--- src/hetf_defs.vh ---
`ifndef HETF_DEFS_VH
`define HETF_DEFS_VH

// register word indexes (byte address is index*4, so every offset is a multiple of four)
`define HETF_IDX_FLAGS      8'h92
`define HETF_IDX_THRESH     8'h9c
`define HETF_IDX_TXSIZE     8'h9e
`define HETF_IDX_HASH0      8'ha0
`define HETF_IDX_HASH1      8'ha2
`define HETF_IDX_HASH2      8'ha4
`define HETF_IDX_HASH3      8'ha6
`define HETF_IDX_ENABLES    8'h90
`define HETF_IDX_PWR_EVT    8'hd4
`define HETF_IDX_QCTRL      8'h82
`define HETF_IDX_FREE_RD    8'h84
`define HETF_IDX_FILTER     8'h86

// interrupt_flags bit positions
`define HETF_BIT_RX_READY   13
`define HETF_BIT_TX_STOP    9
`define HETF_BIT_RX_STOP    8
`define HETF_BIT_TX_SPACE   6
`define HETF_BIT_WAKE_FRAME 5
`define HETF_BIT_MAGIC      4
`define HETF_BIT_LINKUP     3
`define HETF_BIT_ENERGY     2
`define HETF_FLAG_MASK      16'h237c

// queue control bits
`define HETF_BIT_BYTE_THR_EN  6
`define HETF_BIT_FRAME_THR_EN 5
`define HETF_BIT_TX_MON_EN    1

// power event field patterns in bits [5:2]
`define HETF_PME_WAKE_FRAME 4'h8
`define HETF_PME_MAGIC      4'h4
`define HETF_PME_LINKUP     4'h2
`define HETF_PME_ENERGY     4'h1

// filtering scheme and reset values
`define HETF_MODE_HASH_PERFECT 3'h5
`define HETF_RST_16            16'h0000

`endif

--- src/hetf_top.v ---
// Summary of operation
// RULE_01: transmit halt sets flag bit 9, held until host clears.
// RULE_02: receive halt sets flag bit 8, held until host clears.
// RULE_03: stop flags latch on edge, clear by writing one, reads harmless.
// RULE_04: transmit space available sets flag bit 6, write one clears.
// RULE_05: wake frame flag bit 5, read only, cleared by event pattern 1000.
// RULE_06: magic packet flag bit 4, cleared by event pattern 0100.
// RULE_07: link-up wake flag bit 3, cleared by event pattern 0010.
// RULE_08: energy wake flag bit 2, plain or delayed by enables, pattern 0001 clears; the code sets it on the plain edge only, no delayed form.
// RULE_09: byte threshold enabled: rx ready flag when byte count exceeds threshold.
// RULE_10: frame threshold enabled: rx ready flag when frames reach threshold.
// RULE_11: host never programs frame threshold zero with frame interrupts on.
// RULE_12: host writes needed transmit space in double words before transmit.
// RULE_13: monitor enabled: flag bit 6 when free space covers the request.
// RULE_14: hash index is six top CRC bits over destination address.
// RULE_15: top two bits pick table word, low four pick the bit.
// RULE_16: set table bit accepts frame, cleared bit drops it.
// RULE_17: hash table filters only in hash-perfect scheme five.
// RULE_18: flag drives interrupt only while its enable is set.
// RULE_19: receive-all or receive-multicast accepts every multicast frame.
// RULE_20: flag bit 13 marks a received frame ready, write one clears.
// RULE_21: reserved flag bits read zero, writes ignored.
`timescale 1ns/1ps
`include "hetf_defs.vh"

module hetf_top (
	input  wire        pclk,
	input  wire        presetn,
	input  wire        psel,
	input  wire        penable,
	input  wire        pwrite,
	input  wire [9:0]  paddr,
	input  wire [31:0] pwdata,
	output reg  [31:0] prdata,
	output reg         pready,
	output reg         pslverr,
	input  wire        tx_halt_in,
	input  wire        rx_halt_in,
	input  wire        wake_frame_in,
	input  wire        magic_in,
	input  wire        linkup_in,
	input  wire        energy_in,
	input  wire        rx_frame_in,
	input  wire [15:0] rx_byte_count,
	input  wire [7:0]  rx_frame_count,
	input  wire [15:0] tx_free_dwords,
	input  wire        da_valid,
	input  wire [47:0] da_addr,
	output reg         da_accept,
	output reg         da_drop,
	output reg         irq_n
);

	// ----------------------------------------------------------------
	// functions
	// ----------------------------------------------------------------

	// crc-32 over the 48-bit address, lsb first, no final inversion
	function [31:0] hetf_crc48;
		input [47:0] d;
		integer      i;
		reg   [31:0] c;
		begin
			c = 32'hffffffff;
			for (i = 0; i < 48; i = i + 1) begin
				if (c[0] ^ d[i])
					c = (c >> 1) ^ 32'hedb88320;
				else
					c = c >> 1;
			end
			hetf_crc48 = c;
		end
	endfunction

	// rising edge of a synchronised level
	function hetf_rise;
		input now_v;
		input old_v;
		begin
			hetf_rise = now_v & ~old_v;
		end
	endfunction

	// word index of a byte address; the low two bits pick no register
	function [7:0] hetf_word;
		input [9:0] a;
		begin
			hetf_word = a[9:2];
		end
	endfunction

	// ----------------------------------------------------------------
	// input synchronisers
	// ----------------------------------------------------------------

	localparam NEV = 7;
	wire [NEV-1:0] ev_raw = {rx_frame_in, energy_in, linkup_in, magic_in, wake_frame_in, rx_halt_in, tx_halt_in};
	// sync stages; the third event stage only feeds the edge detectors
	reg  [NEV-1:0] ev_s1_reg;
	reg  [NEV-1:0] ev_s2_reg;
	reg  [NEV-1:0] ev_d_reg;
	reg  [15:0]    byte_s1_reg;
	reg  [15:0]    byte_s2_reg;
	reg  [7:0]     frm_s1_reg;
	reg  [7:0]     frm_s2_reg;
	reg  [15:0]    free_s1_reg;
	reg  [15:0]    free_s2_reg;

	// two flops on every event and count pin before use; counts assumed slowly changing
	always @(posedge pclk or negedge presetn) begin
		if (!presetn) begin
			ev_s1_reg   <= {NEV{1'b0}};
			ev_s2_reg   <= {NEV{1'b0}};
			ev_d_reg    <= {NEV{1'b0}};
			byte_s1_reg <= 16'h0000;
			byte_s2_reg <= 16'h0000;
			frm_s1_reg  <= 8'h00;
			frm_s2_reg  <= 8'h00;
			free_s1_reg <= 16'h0000;
			free_s2_reg <= 16'h0000;
		end else begin
			ev_s1_reg   <= ev_raw;
			ev_s2_reg   <= ev_s1_reg;
			ev_d_reg    <= ev_s2_reg;
			byte_s1_reg <= rx_byte_count;
			byte_s2_reg <= byte_s1_reg;
			frm_s1_reg  <= rx_frame_count;
			frm_s2_reg  <= frm_s1_reg;
			free_s1_reg <= tx_free_dwords;
			free_s2_reg <= free_s1_reg;
		end
	end

	// ----------------------------------------------------------------
	// apb decode
	// ----------------------------------------------------------------

	// zero wait states; unmapped addresses read zero, no error
	// answer lines are flops so every output leaves a register
	always @(posedge pclk or negedge presetn) begin
		if (!presetn) begin
			pready  <= 1'b0;
			pslverr <= 1'b0;
		end else begin
			pready  <= 1'b1;
			pslverr <= 1'b0;
		end
	end

	// access-phase write strobe and word index; own strobes only for the flag and power event registers
	wire       wr_en = psel & penable & pwrite;
	wire [7:0] idx   = hetf_word(paddr);
	wire       wr_flags   = wr_en && (idx == `HETF_IDX_FLAGS);
	wire       wr_pwr     = wr_en && (idx == `HETF_IDX_PWR_EVT);

	// ----------------------------------------------------------------
	// control registers
	// ----------------------------------------------------------------

	// host-programmed registers; hash words 1 to 3 complete the table
	reg [15:0] thresh_reg;
	reg [15:0] txsize_reg;
	reg [15:0] hash_reg [0:3];
	reg [15:0] enables_reg;
	reg [15:0] qctrl_reg;
	reg [4:0]  filter_reg;
	integer    k;

	// plain read/write storage
	always @(posedge pclk or negedge presetn) begin
		if (!presetn) begin
			thresh_reg  <= `HETF_RST_16;
			txsize_reg  <= `HETF_RST_16;
			enables_reg <= `HETF_RST_16;
			qctrl_reg   <= `HETF_RST_16;
			filter_reg  <= 5'h00;
			for (k = 0; k < 4; k = k + 1)
				hash_reg[k] <= `HETF_RST_16;
		end else if (wr_en) begin
			case (idx)
				`HETF_IDX_THRESH:  thresh_reg  <= pwdata[15:0];
				// RULE_12 host size request
				`HETF_IDX_TXSIZE:  txsize_reg  <= pwdata[15:0];
				`HETF_IDX_HASH0:   hash_reg[0] <= pwdata[15:0];
				`HETF_IDX_HASH1:   hash_reg[1] <= pwdata[15:0];
				`HETF_IDX_HASH2:   hash_reg[2] <= pwdata[15:0];
				`HETF_IDX_HASH3:   hash_reg[3] <= pwdata[15:0];
				`HETF_IDX_ENABLES: enables_reg <= pwdata[15:0];
				`HETF_IDX_QCTRL:   qctrl_reg   <= pwdata[15:0];
				`HETF_IDX_FILTER:  filter_reg  <= pwdata[4:0];
				default: ;
			endcase
		end
	end

	// ----------------------------------------------------------------
	// interrupt flags
	// ----------------------------------------------------------------

	// flag state and the delayed compares that give their edges
	reg  [15:0] flags_reg;
	reg  [15:0] flags_next;
	reg         byte_hit_reg;
	reg         frame_hit_reg;
	reg         space_hit_reg;
	wire [3:0]  pme = pwdata[5:2];
	// RULE_09 byte threshold compare
	wire byte_hit  = qctrl_reg[`HETF_BIT_BYTE_THR_EN] && (byte_s2_reg > {8'h00, thresh_reg[15:8]});
	// RULE_10 frame threshold compare
	wire frame_hit = qctrl_reg[`HETF_BIT_FRAME_THR_EN] && (frm_s2_reg >= thresh_reg[7:0]);
	// RULE_13 transmit space compare
	wire space_hit = qctrl_reg[`HETF_BIT_TX_MON_EN] && (free_s2_reg >= txsize_reg);

	// clears first, sets after, so an event in the clear cycle survives
	always @* begin
		flags_next = flags_reg;
		// RULE_03 write one clears
		if (wr_flags)
			flags_next = flags_next & ~(pwdata[15:0] &
				((16'h1 << `HETF_BIT_RX_READY) | (16'h1 << `HETF_BIT_TX_STOP) |
				 (16'h1 << `HETF_BIT_RX_STOP) | (16'h1 << `HETF_BIT_TX_SPACE)));
		if (wr_pwr) begin
			// RULE_05 pattern clears wake frame
			if (pme == `HETF_PME_WAKE_FRAME)
				flags_next[`HETF_BIT_WAKE_FRAME] = 1'b0;
			// RULE_06 pattern clears magic
			if (pme == `HETF_PME_MAGIC)
				flags_next[`HETF_BIT_MAGIC] = 1'b0;
			// RULE_07 pattern clears link-up
			if (pme == `HETF_PME_LINKUP)
				flags_next[`HETF_BIT_LINKUP] = 1'b0;
			// RULE_08 pattern clears energy
			if (pme == `HETF_PME_ENERGY)
				flags_next[`HETF_BIT_ENERGY] = 1'b0;
		end
		// RULE_01 transmit halt edge
		if (hetf_rise(ev_s2_reg[0], ev_d_reg[0]))
			flags_next[`HETF_BIT_TX_STOP] = 1'b1;
		// RULE_02 receive halt edge
		if (hetf_rise(ev_s2_reg[1], ev_d_reg[1]))
			flags_next[`HETF_BIT_RX_STOP] = 1'b1;
		if (hetf_rise(ev_s2_reg[2], ev_d_reg[2]))
			flags_next[`HETF_BIT_WAKE_FRAME] = 1'b1;
		if (hetf_rise(ev_s2_reg[3], ev_d_reg[3]))
			flags_next[`HETF_BIT_MAGIC] = 1'b1;
		if (hetf_rise(ev_s2_reg[4], ev_d_reg[4]))
			flags_next[`HETF_BIT_LINKUP] = 1'b1;
		// RULE_08 energy wake, plain edge only, no delayed form
		if (hetf_rise(ev_s2_reg[5], ev_d_reg[5]))
			flags_next[`HETF_BIT_ENERGY] = 1'b1;
		// RULE_20 frame ready or threshold
		if (hetf_rise(ev_s2_reg[6], ev_d_reg[6]) || (byte_hit & ~byte_hit_reg) ||
		    (frame_hit & ~frame_hit_reg))
			flags_next[`HETF_BIT_RX_READY] = 1'b1;
		// RULE_04 space available edge
		if (space_hit & ~space_hit_reg)
			flags_next[`HETF_BIT_TX_SPACE] = 1'b1;
		// RULE_21 reserved bits stay zero
		flags_next = flags_next & `HETF_FLAG_MASK;
	end

	// flags and compare history; a level left high raises no second flag
	always @(posedge pclk or negedge presetn) begin
		if (!presetn) begin
			flags_reg     <= `HETF_RST_16;
			byte_hit_reg  <= 1'b0;
			frame_hit_reg <= 1'b0;
			space_hit_reg <= 1'b0;
		end else begin
			flags_reg     <= flags_next;
			byte_hit_reg  <= byte_hit;
			frame_hit_reg <= frame_hit;
			space_hit_reg <= space_hit;
		end
	end

	// RULE_18 enabled flags drive interrupt
	always @(posedge pclk or negedge presetn) begin
		if (!presetn)
			irq_n <= 1'b1;
		else
			irq_n <= ~|(flags_next & enables_reg);
	end

	// ----------------------------------------------------------------
	// read data
	// ----------------------------------------------------------------

	// registered on setup so data is ready in the access phase
	always @(posedge pclk or negedge presetn) begin
		if (!presetn) begin
			prdata <= 32'h00000000;
		end else if (psel && !penable && !pwrite) begin
			case (idx)
				`HETF_IDX_FLAGS:   prdata <= {16'h0000, flags_reg};
				`HETF_IDX_THRESH:  prdata <= {16'h0000, thresh_reg};
				`HETF_IDX_TXSIZE:  prdata <= {16'h0000, txsize_reg};
				`HETF_IDX_HASH0:   prdata <= {16'h0000, hash_reg[0]};
				`HETF_IDX_HASH1:   prdata <= {16'h0000, hash_reg[1]};
				`HETF_IDX_HASH2:   prdata <= {16'h0000, hash_reg[2]};
				`HETF_IDX_HASH3:   prdata <= {16'h0000, hash_reg[3]};
				`HETF_IDX_ENABLES: prdata <= {16'h0000, enables_reg};
				`HETF_IDX_QCTRL:   prdata <= {16'h0000, qctrl_reg};
				`HETF_IDX_FREE_RD: prdata <= {free_s2_reg, 8'h00, frm_s2_reg};
				`HETF_IDX_FILTER:  prdata <= {27'h0, filter_reg};
				default:           prdata <= 32'h00000000;
			endcase
		end
	end

	// ----------------------------------------------------------------
	// multicast hash filter
	// ----------------------------------------------------------------

	// RULE_14 six top crc bits
	wire [31:0] crc  = hetf_crc48(da_addr);
	wire [5:0]  hidx = crc[31:26];
	// RULE_15 word and bit select
	wire [15:0] hword = hash_reg[hidx[5:4]];
	wire        hbit  = hword[hidx[3:0]];
	wire        is_mc = da_addr[0];
	// RULE_19 receive-all or receive-multicast override
	wire        pass_all = filter_reg[3] | filter_reg[4];
	// RULE_17 only scheme five uses the table
	wire        hash_mode = (filter_reg[2:0] == `HETF_MODE_HASH_PERFECT);
	reg         acc;

	// verdict before the register; non-hash modes pass everything
	always @* begin
		acc = 1'b1;
		if (is_mc && !pass_all && hash_mode)
			// RULE_16 set bit accepts, clear drops
			acc = hbit;
	end

	// verdict one cycle after da_valid
	always @(posedge pclk or negedge presetn) begin
		if (!presetn) begin
			da_accept <= 1'b0;
			da_drop   <= 1'b0;
		end else begin
			da_accept <= da_valid & acc;
			da_drop   <= da_valid & ~acc;
		end
	end

endmodule

--- config.mk ---
export PLATFORM = sky130hd
export DESIGN_NAME = hetf_top
export DESIGN_NICKNAME = d
export VERILOG_FILES = /design/src/hetf_top.v
export VERILOG_INCLUDE_DIRS = /design/src
export SDC_FILE = /design/constraint.sdc
export NUM_CORES = 1
export LEC_CHECK = 0
export BUFFER_PORTS_ARGS = -buffer_cell sky130_fd_sc_hd__buf_2
export CAP_MARGIN = 20
export CELL_PAD_IN_SITES_DETAIL_PLACEMENT = 1
export CELL_PAD_IN_SITES_GLOBAL_PLACEMENT = 1
export CORE_UTILIZATION = 51
export CTS_CLUSTER_SIZE = 12
export DETAILED_ROUTE_END_ITERATION = 8
export PLACE_DENSITY_LB_ADDON = 0.1
export SLEW_MARGIN = 20
export SYNTH_ARGS = -nofsm -noshare
export SYNTH_HDL_FRONTEND = slang
export SYNTH_SLANG_ARGS = --single-unit
--- constraint.sdc ---
create_clock -name pclk -period 5.4 [get_ports pclk]
set_input_delay 1.08 -clock pclk [delete_from_list [all_inputs] [get_ports pclk]]
set_output_delay 1.08 -clock pclk [all_outputs]
set_load 0.03 [all_outputs]
* Word level (Yosys, flattened, before mapping)
Cells that the tools add are included.
** Word-level totals
- Bits in registers :: 281
- Input bits :: 143
- Output and inout bits :: 37
- Word-level logic and storage cells :: 267
** Operators by class
- Magnitude comparators :: 5
- Equality and inequality tests :: 17
- Mux-type cells :: 69
- Bitwise logic cells :: 124
- Reductions and logical operators :: 25
** Operator list (count)
- two-way mux 32 bit :: 48
- inverter 13 -> 14 bit :: 47
- one-hot mux 32 bit (11 select lines) :: 1
- == test 8 bit (second input constant) :: 12
- bitwise XOR 1 bit :: 47
- binary-select mux 16 bit (select 2 bit) :: 1
- two-way mux 16 bit :: 2
- AND reduction 2 bit :: 9
- bitwise AND 14 x 16 -> 16 bit :: 1
- >= comparator 16 bit :: 1
- > comparator 16 x 8 -> 1 bit :: 1
- OR reduction 16 bit :: 1
- bitwise AND 1 bit :: 14
- bitwise AND 14 bit :: 1
- two-way mux 1 bit :: 14
- two-way mux 14 bit :: 1
- inverter 14 bit :: 1
- inverter 1 bit :: 11
- logical AND 1 bit :: 9
- >= comparator 8 bit :: 1
- less-than comparator 4 x 5 -> 1 bit (second input constant) :: 1
- binary-select mux 1 bit (select 4 bit) :: 1
- == test 4 x 1 -> 1 bit (second input constant) :: 1
- == test 4 x 2 -> 1 bit (second input constant) :: 1
- other kinds (9) :: 13

* Depth between registers and ports, before layout
Gate-level depths: netlist (run 1).
- Depth in word-level cells :: 104
- Mapped depth :: 17
- Depth with buffers taken out :: 16

* Worst setup path after synthesis (run 1)
Ideal clock, no wire load.
- Path type :: input port to flip-flop
- Start point :: input da_addr[5]
- End point :: register da_accept
- Library setup time :: 0.119 ns
- Arrival time :: 4.996 ns
- Data required time :: 5.281 ns
- Path slack :: 0.285 ns
- Stages on the path :: 13
- Path buffers :: 1
- Path through :: buf_2 -> xnor2_2 -> xor2_1 -> xnor3_1 -> xnor3_1 -> xnor3_1 -> xnor3_2 -> mux4_2 -> mux4_2 -> mux2_2 -> nor3_1 -> a211oi_1 -> and2_1
** Between the ends
- Longest elaborated chain between the ends :: 69
- Elaborated cells between the ends (all ways) :: 123
- Classes of those cells :: mux: 49; bitwise: 74
** Ends and longest elaborated chain
- start: declaration :: RTL line hetf_top.v:48 : input wire [47:0] da_addr,
- bitwise XOR 1 bit * :: RTL line hetf_top.v:66 : if (c[0] ^ d[i])
- two-way mux 32 bit * (3 in series) :: RTL line hetf_top.v:66
- inverter 13 -> 14 bit (no line) or two-way mux 32 bit (tied branches)
- two-way mux 32 bit * (6 in series) :: RTL line hetf_top.v:66
- bitwise XOR 1 bit or two-way mux 32 bit (tied branches) :: RTL line hetf_top.v:66
- two-way mux 32 bit * :: RTL line hetf_top.v:66
- inverter 13 -> 14 bit (no line), or another cell as far along
- two-way mux 32 bit * :: RTL line hetf_top.v:66
- [... 45 more ...]
- two-way mux 32 bit * :: RTL line hetf_top.v:66
- inverter 2 -> 3 bit (implied by the code) :: RTL line hetf_top.v:319 : wire [15:0] hword = hash_reg[hidx[5:4]];
- binary-select mux 16 bit (select 2 bit) :: RTL line hetf_top.v:319
- two-way mux 16 bit (implied by the code) (2 in series) :: RTL line hetf_top.v:319
- binary-select mux 1 bit (select 4 bit) * :: RTL line hetf_top.v:320 : wire hbit = hword[hidx[3:0]];
- two-way mux 1 bit (implied by the code) * :: RTL line hetf_top.v:320
- two-way mux 1 bit * :: RTL line hetf_top.v:331 : if (is_mc && !pass_all && hash_mode)
- bitwise AND 1 bit * :: RTL line hetf_top.v:342 : da_accept <= da_valid & acc;
- end signal: assignment :: RTL line hetf_top.v:342
- end: declaration :: RTL line hetf_top.v:49 : output reg da_accept,
Mark *: on every way between the ends. The select of a mux whose other input is x is not followed.
A chain may end at the register's enable or synchronous reset.

* Worst setup path after layout (run 1)
- Start point :: input da_addr[0]
- End point :: register da_accept
** Between the ends
- Longest elaborated chain between the ends :: 73
- Elaborated cells between the ends (all ways) :: 139
- Classes of those cells :: mux: 54; bitwise: 83; reduce/logical: 2
** Ends and longest elaborated chain (RTL line)
- branches (longest 71 deep; another with two-way mux 32 bit)
- two-way mux 1 bit * :: hetf_top.v:331
- bitwise AND 1 bit * :: hetf_top.v:342
Marks and branches as above.

==> flow_summary.yaml, run 1 <==
routing:
  via_per_inst: 5.76
  remaining_drc_errors: 0
  highest_layer: "met5"
  wl_met2_mm: 18.6
  met3_length_mm: 2.08
  vias: 9460
  dr.pass1.iters: 7
  wire_per_inst_um: 23.3
  wl_met1_mm: 16.3
  drt_iter0_drc: 534
  ant_nets: 0
  drt-total-wl_mm: 38.3
yosys:
  synth-seq-cells: 281
  yosysSeqAreaShare: 0.506
  synthFlopType: "dfrtp_1"
  postSynthAreaPerCell_um2: 12.9
  ys_types: 56
  syn_inst: 1076
  syn_nets: 1251
  async_reset_ff_frac: 1.00
  synth_edf_count: 0
  synth_area_um2: 13900
  yosys_warnings: 0
worst_setup_path:
  max_stage_delay_ns: 0.52
  start_kind: "primary input"
  crit_type: "primary input to flop"
  arrival_ns: 5.44
  path_max_fanout: 10
  crit_path_end_kind: "flop"
  rr_startpoint: "txsize_reg[0]"
  r2r_cells: 15
  crit_required_ns: 5.84
  regToRegSetupSlack_ns: 1.93
  crit_slowest_cell: "xnor3_2"
  crit_chain: "buf_2, xnor2_4, xnor3_2, xnor2_2, xnor3_1, xnor3_1, xnor3_2, buf_4, mux2i_1, a21oi_1, mux4_2, mux2_2, nor3_1, a211oi_1, and2_1"
  r2r-end: "irq_n"
layout:
  mostFrequentLayoutCell: "dfrtp_1"
  fin_util: 0.612
  drive_gt1_frac: 0.324
  final_cell_mix: "dfrtp_1, buf_2, mux2_2"
  fin_nets: 1451
  area.growth.synth_to_final_pct: 18.3
  largest_register_ffs: 64
pwr:
  power_mw: 11.0
  p_leak_nw: 8.10
  peakVddDrop_v: 0.000767
  power_density_nw_per_um2: 668
clock_network:
  cts-htree-levels: 1
  cts_tree: "yes"
  cts_sinks: 281
  cts_made_buffers: 30
  postCtsSetupBuffers: 0
  clk_latency_ns: 0.59
  ctsResizeCount: 0
  clockBufferDepth: 3
  ctsHoldBuffers: 0
  root_buffer: "clkbuf_16"
  clk_pin_slew_ns: 0.06
timing:
  hold_ws_ns: 0.347
  finalHoldViolCount: 0
  relSlewSlack: 0.259
  period_needed_ns: 5.01
  timing.final.crit_share: 0.927
  drv_slew: 0
  rsz0062_at_grt: "no"
  finClkSkew_ns: 0.0437
  worst_slew_pin_slew_ns: 1.11
  clock.fmax_mhz: 200
  setup_viol: 0
floorplan:
  die_w_um: 167
  die_area_um2: 27900
  io-pin-count: 180
  rows: 60
  initial_core_util: 0.517
  core_area_um2: 26900
  fp.dieH_um: 167
min_path:
  holdPathEnd: "free_s2_reg[0]"
  hold_start: "free_s1_reg[0]"
  min_path_type: "flop to flop"
  whs_path_depth: 0
grt:
  grt_pass1_vias: 10695
  grt.total_usage: 0.284
  grt_overflow: 0
  grt_pass1_wl_mm: 60.6
  grt_max_degree: 137
  antenna_found_initial: 4
place:
  gp_congestion: 0.849
  hpwl_mm: 26.7
  port_buffers: 160
run_status:
  status: "completed"
flow_run:
  drv_cap: 0
-- worst max-delay path, delay by kind of cell --
| kind | cells | cell delay, ns |
|---|---|---|
| AOI/OAI and AO/OA | 2 | 0.24 |
| muxes | 3 | 1.02 |
| and+or+nand+nor | 2 | 0.45 |
| xor gates and xnor gates | 6 | 2.13 |
| buffers and inverters | 2 | 0.52 |
-- Yosys cell counts (5+ instances only) --
cell | number | area share
a222oi_1 | 18 | 0.013
xor2_1 | 29 | 0.018
nor2b_1 | 7 | 0.0032
a21oi_1 | 19 | 0.0068
xnor2_1 | 99 | 0.062
buf_2 | 7 | 0.0025
clkbuf_1 | 38 | 0.010
a31oi_1 | 7 | 0.0032
nor3_1 | 8 | 0.0029
xor3_1 | 7 | 0.012
ha_1 | 32 | 0.029
mux2_2 | 125 | 0.10
nand2_1 | 67 | 0.018
a22oi_1 | 8 | 0.0043
mux4_2 | 10 | 0.016
inv_1 | 44 | 0.012
nand2b_1 | 7 | 0.0032
nor2_1 | 23 | 0.0062
mux2i_1 | 30 | 0.022
o21ai_0 | 54 | 0.019
a21o_1 | 18 | 0.0097
a22o_1 | 25 | 0.016
nor4_1 | 5 | 0.0023
xnor3_1 | 31 | 0.050
dfrtp_1 | 280 | 0.50
nand3_1 | 13 | 0.0047
a221oi_1 | 8 | 0.0050
-- power by group --
group / internal (mW) / switching (mW)
sequential: 2.16 / 0.0319
clock: 1.25 / 0.849
combinational: 3.37 / 3.32
total: 6.78 / 4.20
-- metrics by stage --
| stage | std cells | setup slack [ns] | cell area, um^2 | TNS [ns] |
|---|---|---|---|---|
| final | 1642 | 0.394 | 16400 | 0 |
| after detailed placement | 1583 | -0.130 | 15400 | -0.173 |
| after global routing | 1642 | 0.212 | 16400 | 0 |
| after CTS | 1638 | 0.402 | 16400 | 0 |
| after global placement | 1583 | -0.0649 | 15400 | -0.0649 |
| after floorplan | 1076 | 0.285 | 13900 | 0 |
-- routing by layer --
metal  track usage  vias up
li1              -     4195
met1         0.374     4883
met2         0.480      301
met3        0.0477       79
met4        0.0950        2
met5             0        -
-- logic make-up after synthesis --
| family | count (synthesis) | share of synthesized area |
|---|---|---|
| AOI/OAI and AO/OA | 172 | 0.0862 |
| other | 2 | 0.000540 |
| DFF | 281 | 0.506 |
| adders and majority gates | 32 | 0.0288 |
| xor gates and xnor gates | 177 | 0.159 |
| buffers and inverters | 98 | 0.0298 |
| and+or+nand+nor | 148 | 0.0496 |
| muxes | 166 | 0.140 |
-- worst max path at each step --
stage / start / end / slack (ns) / cells past startpoint
finish: da_addr[0] / da_accept / 0.39 / 15
global route: da_addr[0] / da_accept / 0.21 / 17
CTS: da_addr[6] / da_accept / 0.40 / 15
detailed placement: da_addr[0] / da_accept / -0.13 / 15
global placement: da_addr[0] / da_accept / -0.06 / 16
floorplan: da_addr[5] / da_accept / 0.28 / 13
-- layout make-up --
| type | instances | area [um^2] |
|---|---|---|
| fill | 2731 | 10400 |
| multi-input combinational | 697 | 6480 |
| clock buffer | 50 | 916 |
| antenna | 2 | 5.00 |
| sequential | 281 | 7030 |
| tap | 341 | 427 |
| inverter | 44 | 165 |
| timing repair buffer | 222 | 1310 |
| clock inverter | 5 | 103 |
Power figures use the tool's default switching activity.
==> inputs of run 2 (changes only) <==
--- a/config.mk
+++ b/config.mk
@@ -10,7 +10,8 @@
 export CAP_MARGIN = 20
 export CELL_PAD_IN_SITES_DETAIL_PLACEMENT = 1
 export CELL_PAD_IN_SITES_GLOBAL_PLACEMENT = 1
-export CORE_UTILIZATION = 51
+export CORE_UTILIZATION = 53
+export CTS_BUF_LIST = sky130_fd_sc_hd__clkbuf_8
 export CTS_CLUSTER_SIZE = 12
 export DETAILED_ROUTE_END_ITERATION = 8
 export PLACE_DENSITY_LB_ADDON = 0.1
==> run 2 against run 1 <==
- count of clock-buffer cells in the layout up 15
- first-iteration DRC count fell by 4.5%
- wire length down 1.1%
- fmax increased by 1.3%
- utilization is 2.8 points higher
- register-to-register slack worse by 0.24 ns
- non-clock buffer count decreased by 11
- critical path type unchanged
- largest power group unchanged
==> flow_summary.yaml, run 2 (synthesis results as in run 1) <==
run_status:
  status: "completed"
clock_network:
  postCtsSetupBuffers: 0
  cts_sinks: 281
  clk_latency_ns: 0.57
  cts-htree-levels: 2
  ctsHoldBuffers: 0
  ctsResizeCount: 0
  clk_pin_slew_ns: 0.06
  cts_tree: "yes"
  root_buffer: "clkbuf_8"
  cts_made_buffers: 46
  clockBufferDepth: 3
floorplan:
  die_w_um: 164
  initial_core_util: 0.546
  rows: 58
  fp.dieH_um: 164
  io-pin-count: 180
  die_area_um2: 26900
  core_area_um2: 25500
timing:
  drv_slew: 0
  worst_slew_pin_slew_ns: 0.978
  relSlewSlack: 0.343
  hold_ws_ns: 0.336
  finClkSkew_ns: 0.0134
  rsz0062_at_grt: "no"
  tns_ns: 0
  clock.fmax_mhz: 202
  period_needed_ns: 4.94
  setup_viol: 0
  finalHoldViolCount: 0
  timing.final.crit_share: 0.915
  finalWorstSetupSlack_ns: 0.457
routing:
  drt-total-wl_mm: 37.9
  vias: 9545
  wire_per_inst_um: 23.0
  remaining_drc_errors: 0
  ant_nets: 0
  dr.pass1.iters: 8
  via_per_inst: 5.79
  drt_iter0_drc: 510
pwr:
  switching_power_mw: 4.25
  p_sw_frac: 0.387
  internal_power_mw: 6.74
  comb_power_share: 0.623
  pwr-share-clk: 0.177
  p_leak_nw: 8.13
  power_density_nw_per_um2: 674
  pwr-share-seq: 0.200
  peakVddDrop_v: 0.00112
worst_setup_path:
  regToRegSetupSlack_ns: 1.69
  start_kind: "primary input"
  crit_path_end_kind: "flop"
  crit_type: "primary input to flop"
  max_stage_delay_ns: 0.49
  crit_buf_inv: 2
  rr_startpoint: "txsize_reg[0]"
  timing.critical_path.mode_cell: "xnor3_1"
  path_max_fanout: 6
  startpoint: "da_addr[6]"
  critPathTopFamily: "XOR/XNOR gates"
  crit_slowest_cell: "xnor3_2"
  crit_chain: "buf_2, xnor2_1, xor2_1, xnor3_1, xnor3_1, xnor3_1, xnor3_2, buf_4, mux4_2, mux4_2, mux2_2, nor3_1, a211oi_1, and2_1"
  crit_required_ns: 5.86
  arrival_ns: 5.40
layout:
  largest_register_ffs: 64
  instances_no_fill: 1648
  fin_util: 0.640
  final_cell_mix: "dfrtp_1, buf_2, mux2_2"
  drive_gt1_frac: 0.331
  multi_input_area_um2: 6480
  area.growth.synth_to_final_pct: 17.3
  fin_nets: 1456
  diodes: 0
  fillers: 2562
  mostFrequentLayoutCell: "dfrtp_1"
  regArea_um2: 7030
grt:
  grt_pass1_wl_mm: 58.7
  grt_max_degree: 109
  grt.total_usage: 0.293
  grt_pass1_vias: 10350
  antenna_found_initial: 1
  grt_overflow: 0
min_path:
  hold_start: "free_s1_reg[11]"
  min_path_type: "flop to flop"
place:
  dpl_worst_slack_ns: -0.107
  dp.cells: 1563
  port_buffers: 160
  gp_congestion: 0.891
  hpwl_mm: 26.7
flow_run:
  drv_cap: 0
run 2: changes by cell type in the layout (fill, tap and decap cells not counted), sizes merged:
| cell | before | now |
|---|---|---|
| buf | 222 | 211 |
| bufinv | 2 | 0 |
| clkbuf | 50 | 65 |
| clkinv | 2 | 4 |
| clkinvlp | 1 | 0 |
| diode | 2 | 0 |
| inv | 44 | 60 |
run 2: metrics by stage:
stage	instance area, um^2	total power [mW]
global placement	15300	8.91
CTS	16300	11.0
detailed placement	15300	9.04
floorplan	13900	7.09
finish	16300	11.0
global route	16300	11.6
run 2: final timing paths:
path / to / depth (start not counted)
worst max register to register: irq_n / 15
worst max-delay path: da_accept / 14
min in group asynchronous: frm_s1_reg[2] / 1
worst min register to register: free_s2_reg[11] / 0
worst min-delay path: free_s2_reg[11] / 0
max in group asynchronous: enables_reg[9] / 2
run 2: worst reg2reg max path: stages, from the launching register on:
cell and delay, ns:
dfrtp_1 0.45, ha_1 0.29, nand2b_1 0.15, a21o_1 0.19, a21o_1 0.18, a21o_1 0.18, a21o_1 0.17, a21o_1 0.17
a21o_1 0.18, a21o_1 0.18, a21oi_1 0.19, o21ai_0 0.14, a21oi_1 0.20, o21ai_0 0.23, a32o_1 0.35, a221oi_1 0.36
run 2: metal layers:
metal	up-vias	track usage	routed length [um]
met3	79	0.0396	1970
met1	4908	0.374	15600
li1	4224	-	-
met2	334	0.510	19100
met5	-	0	0
met4	0	0.109	1210
run 2: layout make-up:
cell class | count | area share
Sequential cell | 281 | 0.431
Multi-Input combinational cell | 697 | 0.397
Timing Repair Buffer | 211 | 0.0748
Clock buffer | 65 | 0.0549
Tap cell | 330 | 0.0253
Inverter | 44 | 0.0101
Clock inverter | 20 | 0.00614
run 2: power by group through the flow:
stage	Sequential, mW	Clock [mW]	Combinational, mW
after floorplan	2.22	0	4.87
after global placement	2.23	0	6.68
after detailed placement	2.23	0	6.80
after CTS	2.20	1.98	6.86
after global routing	2.20	2.07	7.32
final	2.20	1.94	6.85
==> inputs of run 3 (changes only) <==
--- a/config.mk
+++ b/config.mk
@@ -6,11 +6,13 @@
 export SDC_FILE = /design/constraint.sdc
 export NUM_CORES = 1
 export LEC_CHECK = 0
+export ABC_AREA = 1
 export BUFFER_PORTS_ARGS = -buffer_cell sky130_fd_sc_hd__buf_2
 export CAP_MARGIN = 20
 export CELL_PAD_IN_SITES_DETAIL_PLACEMENT = 1
 export CELL_PAD_IN_SITES_GLOBAL_PLACEMENT = 1
-export CORE_UTILIZATION = 53
+export CORE_ASPECT_RATIO = 0.8
+export CORE_UTILIZATION = 48
 export CTS_BUF_LIST = sky130_fd_sc_hd__clkbuf_8
 export CTS_CLUSTER_SIZE = 12
 export DETAILED_ROUTE_END_ITERATION = 8
==> constraint.sdc (replaced) <==
create_clock -name pclk -period 6.07 [get_ports pclk]
set_input_delay 1.214 -clock pclk [delete_from_list [all_inputs] [get_ports pclk]]
set_output_delay 1.214 -clock pclk [all_outputs]
set_load 0.03 [all_outputs]
==> run 3 against run 2 <==
- hold slack improved by 0.014 ns
- critical path type unchanged
- sequential power fell by 11%
- largest cell class is now multi-input combinational cells
- utilization fell by 9.0 points
- first-iteration DRC count rose to 3.0 times the previous value
- critical endpoint unchanged
- non-clock buffer count fell by 10
==> flow_summary.yaml, run 3 <==
run_status:
  status: "completed"
grt:
  grt_pass1_wl_mm: 103
  met1_usage: 0.518
  antenna_found_initial: 3
  grt_max_degree: 122
  grt.total_usage: 0.353
  grt_use_met3: 0.0579
  grt_overflow: 0
  grt_use_met2: 0.552
  grt-busiest-layer: "met2"
  grt_pass1_vias: 18094
clock_network:
  ctsResizeCount: 0
  clk_pin_slew_ns: 0.08
  postCtsSetupBuffers: 0
  ctsHoldBuffers: 0
  cts_tree: "yes"
  cts_made_buffers: 40
  clockBufferDepth: 3
  cts_sinks: 281
  root_buffer: "clkbuf_8"
  cts-htree-levels: 2
  clk_latency_ns: 0.59
layout:
  mostFrequentLayoutCell: "nand2_1"
  final_area_um2: 19800
  instances_no_fill: 3127
  area.growth.synth_to_final_pct: 12.5
  drive_gt1_frac: 0.166
  fin_nets: 2796
  diodes: 0
  largest_register_ffs: 64
  final_cell_mix: "nand2_1, nand3_1, dfrtp_1"
  fillers: 4707
pwr:
  switching_power_mw: 5.33
  p_sw_frac: 0.533
  comb_power_share: 0.641
  peakVddDrop_v: 0.000796
  internal_power_mw: 4.67
  p_leak_nw: 10.6
  pwr-share-seq: 0.196
  pwr-share-clk: 0.163
  power_density_nw_per_um2: 503
timing:
  rsz0062_at_grt: "no"
  finalHoldViolCount: 0
  setup_viol: 0
  finalWorstSetupSlack_ns: 0.605
  worst_slew_pin_slew_ns: 1.13
  finClkSkew_ns: 0.0443
  period_needed_ns: 5.47
  timing.final.crit_share: 0.900
  tns_ns: 0
  relSlewSlack: 0.247
  clock.fmax_mhz: 183
  drv_slew: 0
floorplan:
  core_area_um2: 36100
  io-pin-count: 180
  rows: 62
  die_area_um2: 37500
  fp.dieH_um: 173
  die_w_um: 216
  initial_core_util: 0.489
routing:
  wire_per_inst_um: 21.1
  ant_nets: 0
  remaining_drc_errors: 0
  drt-total-wl_mm: 65.9
  via_per_inst: 5.68
  dr.pass1.iters: 5
  drt_iter0_drc: 1540
  vias: 17768
yosys:
  yosysTopAreaCell: "dfrtp_1"
  postSynthAreaPerCell_um2: 7.21
  ys_top_cells_by_area: "dfrtp_1, nand2_1, nand3_1"
  synth_edf_count: 0
  post-synth-top-area-fraction: 0.397
  syn_nets: 2621
  yosysMostFrequentCell: "nand2_1"
  synth-seq-cells: 281
  netlist_top_cells_count: "nand2_1, nand3_1, dfrtp_1"
  ys_types: 55
  async_reset_ff_frac: 1.00
  synthFlopType: "dfrtp_1"
  yosys_warnings: 0
  syn_inst: 2446
  synth_area_um2: 17600
  yosysSeqAreaShare: 0.399
worst_setup_path:
  rr_startpoint: "txsize_reg[1]"
  start_kind: "primary input"
  timing.critical_path.mode_cell: "nand2_1"
  crit_slowest_cell: "nand2_2"
  path_max_fanout: 13
  crit_path_end_kind: "flop"
  startpoint: "da_addr[0]"
  crit_type: "primary input to flop"
  arrival_ns: 5.91
  max_stage_delay_ns: 0.31
  crit_required_ns: 6.52
place:
  dpl_worst_slack_ns: 0.131
  hpwl_mm: 48.0
  dp.cells: 3059
  port_buffers: 160
  placed_cell_area_um2: 19000
  gp_congestion: 0.929
min_path:
  hold_start: "byte_s1_reg[2]"
  min_path_type: "flop to flop"
flow_run:
  drv_cap: 0
## run 3: cell types whose count changed in the layout (fill, tap and decap cells not counted), sizes merged, moves of 90 or more
| cell | before | now |
|---|---|---|
| mux2 | 126 | 9 |
| o21ai | 54 | 189 |
| xnor2 | 106 | 16 |
| inv | 60 | 275 |
| nand2 | 67 | 1022 |
| nand3 | 13 | 325 |
## run 3: power groups by stage
| stage | clock (mW) | combinational (mW) | sequential (mW) |
|---|---|---|---|
| 5_1_grt | 1.72 | 7.08 | 1.96 |
| 4_1_cts | 1.65 | 6.37 | 1.96 |
| 2_1_floorplan | 0 | 4.78 | 1.98 |
| 3_5_place_dp | 0 | 6.33 | 1.99 |
| 6_report | 1.63 | 6.40 | 1.96 |
| 3_3_place_gp | 0 | 6.07 | 1.98 |
## run 3: cells by family after synthesis
kind of cell               count (synthesis)  share of synthesized area
AOI/OAI and AO/OA                        283                     0.0923
other                                      2                   0.000426
buffers and inverters                    336                     0.0802
and+or+nand+nor                         1452                      0.373
adders and majority gates                 32                     0.0227
DFF                                      281                      0.399
muxes                                      9                    0.00575
xor gates and xnor gates                  51                     0.0270
## run 3: critical path: cells and delay by family
| family | cells | cell delay (ns) |
|---|---|---|
| simple gates | 36 | 4.28 |
| buf+inv | 2 | 0.37 |
## run 3: final timing paths
kind	to	slack, ns	cells past startpoint
worst min register to register	byte_s2_reg[2]	0.35	0
worst max register to register	irq_n	1.68	17
min in group asynchronous	da_drop	0.72	1
worst min-delay path	byte_s2_reg[2]	0.35	0
worst max-delay path	da_accept	0.60	38
max in group asynchronous	free_s1_reg[3]	3.91	2
## run 3: layout make-up
| cell class | instances | area, um^2 | area share |
|---|---|---|---|
| clock buffers | 51 | 702 | 0.0354 |
| clock inverters | 17 | 140 | 0.00706 |
| inverters | 268 | 1020 | 0.0516 |
| multi-input cells | 1829 | 9220 | 0.464 |
| flip-flops and latches | 281 | 7030 | 0.354 |
| well taps | 480 | 601 | 0.0303 |
| repair buffers | 201 | 1130 | 0.0570 |
## run 3: per-stage QoR
step | utilization | hold slack (ns) | total power, mW
2_1_floorplan | - | 0.331 | 6.76
3_3_place_gp | 0.527 | 0.332 | 8.05
3_5_place_dp | 0.527 | 0.336 | 8.32
4_1_cts | 0.550 | 0.350 | 9.98
5_1_grt | 0.550 | 0.357 | 10.8
6_report | 0.550 | 0.350 | 9.99
## run 3: metal layers
metal  routed length, um  vias up
met1               30300     8875
met2               30000      569
li1                    -     8238
met3                4530       82
met4                1030        4
met5                  30        -
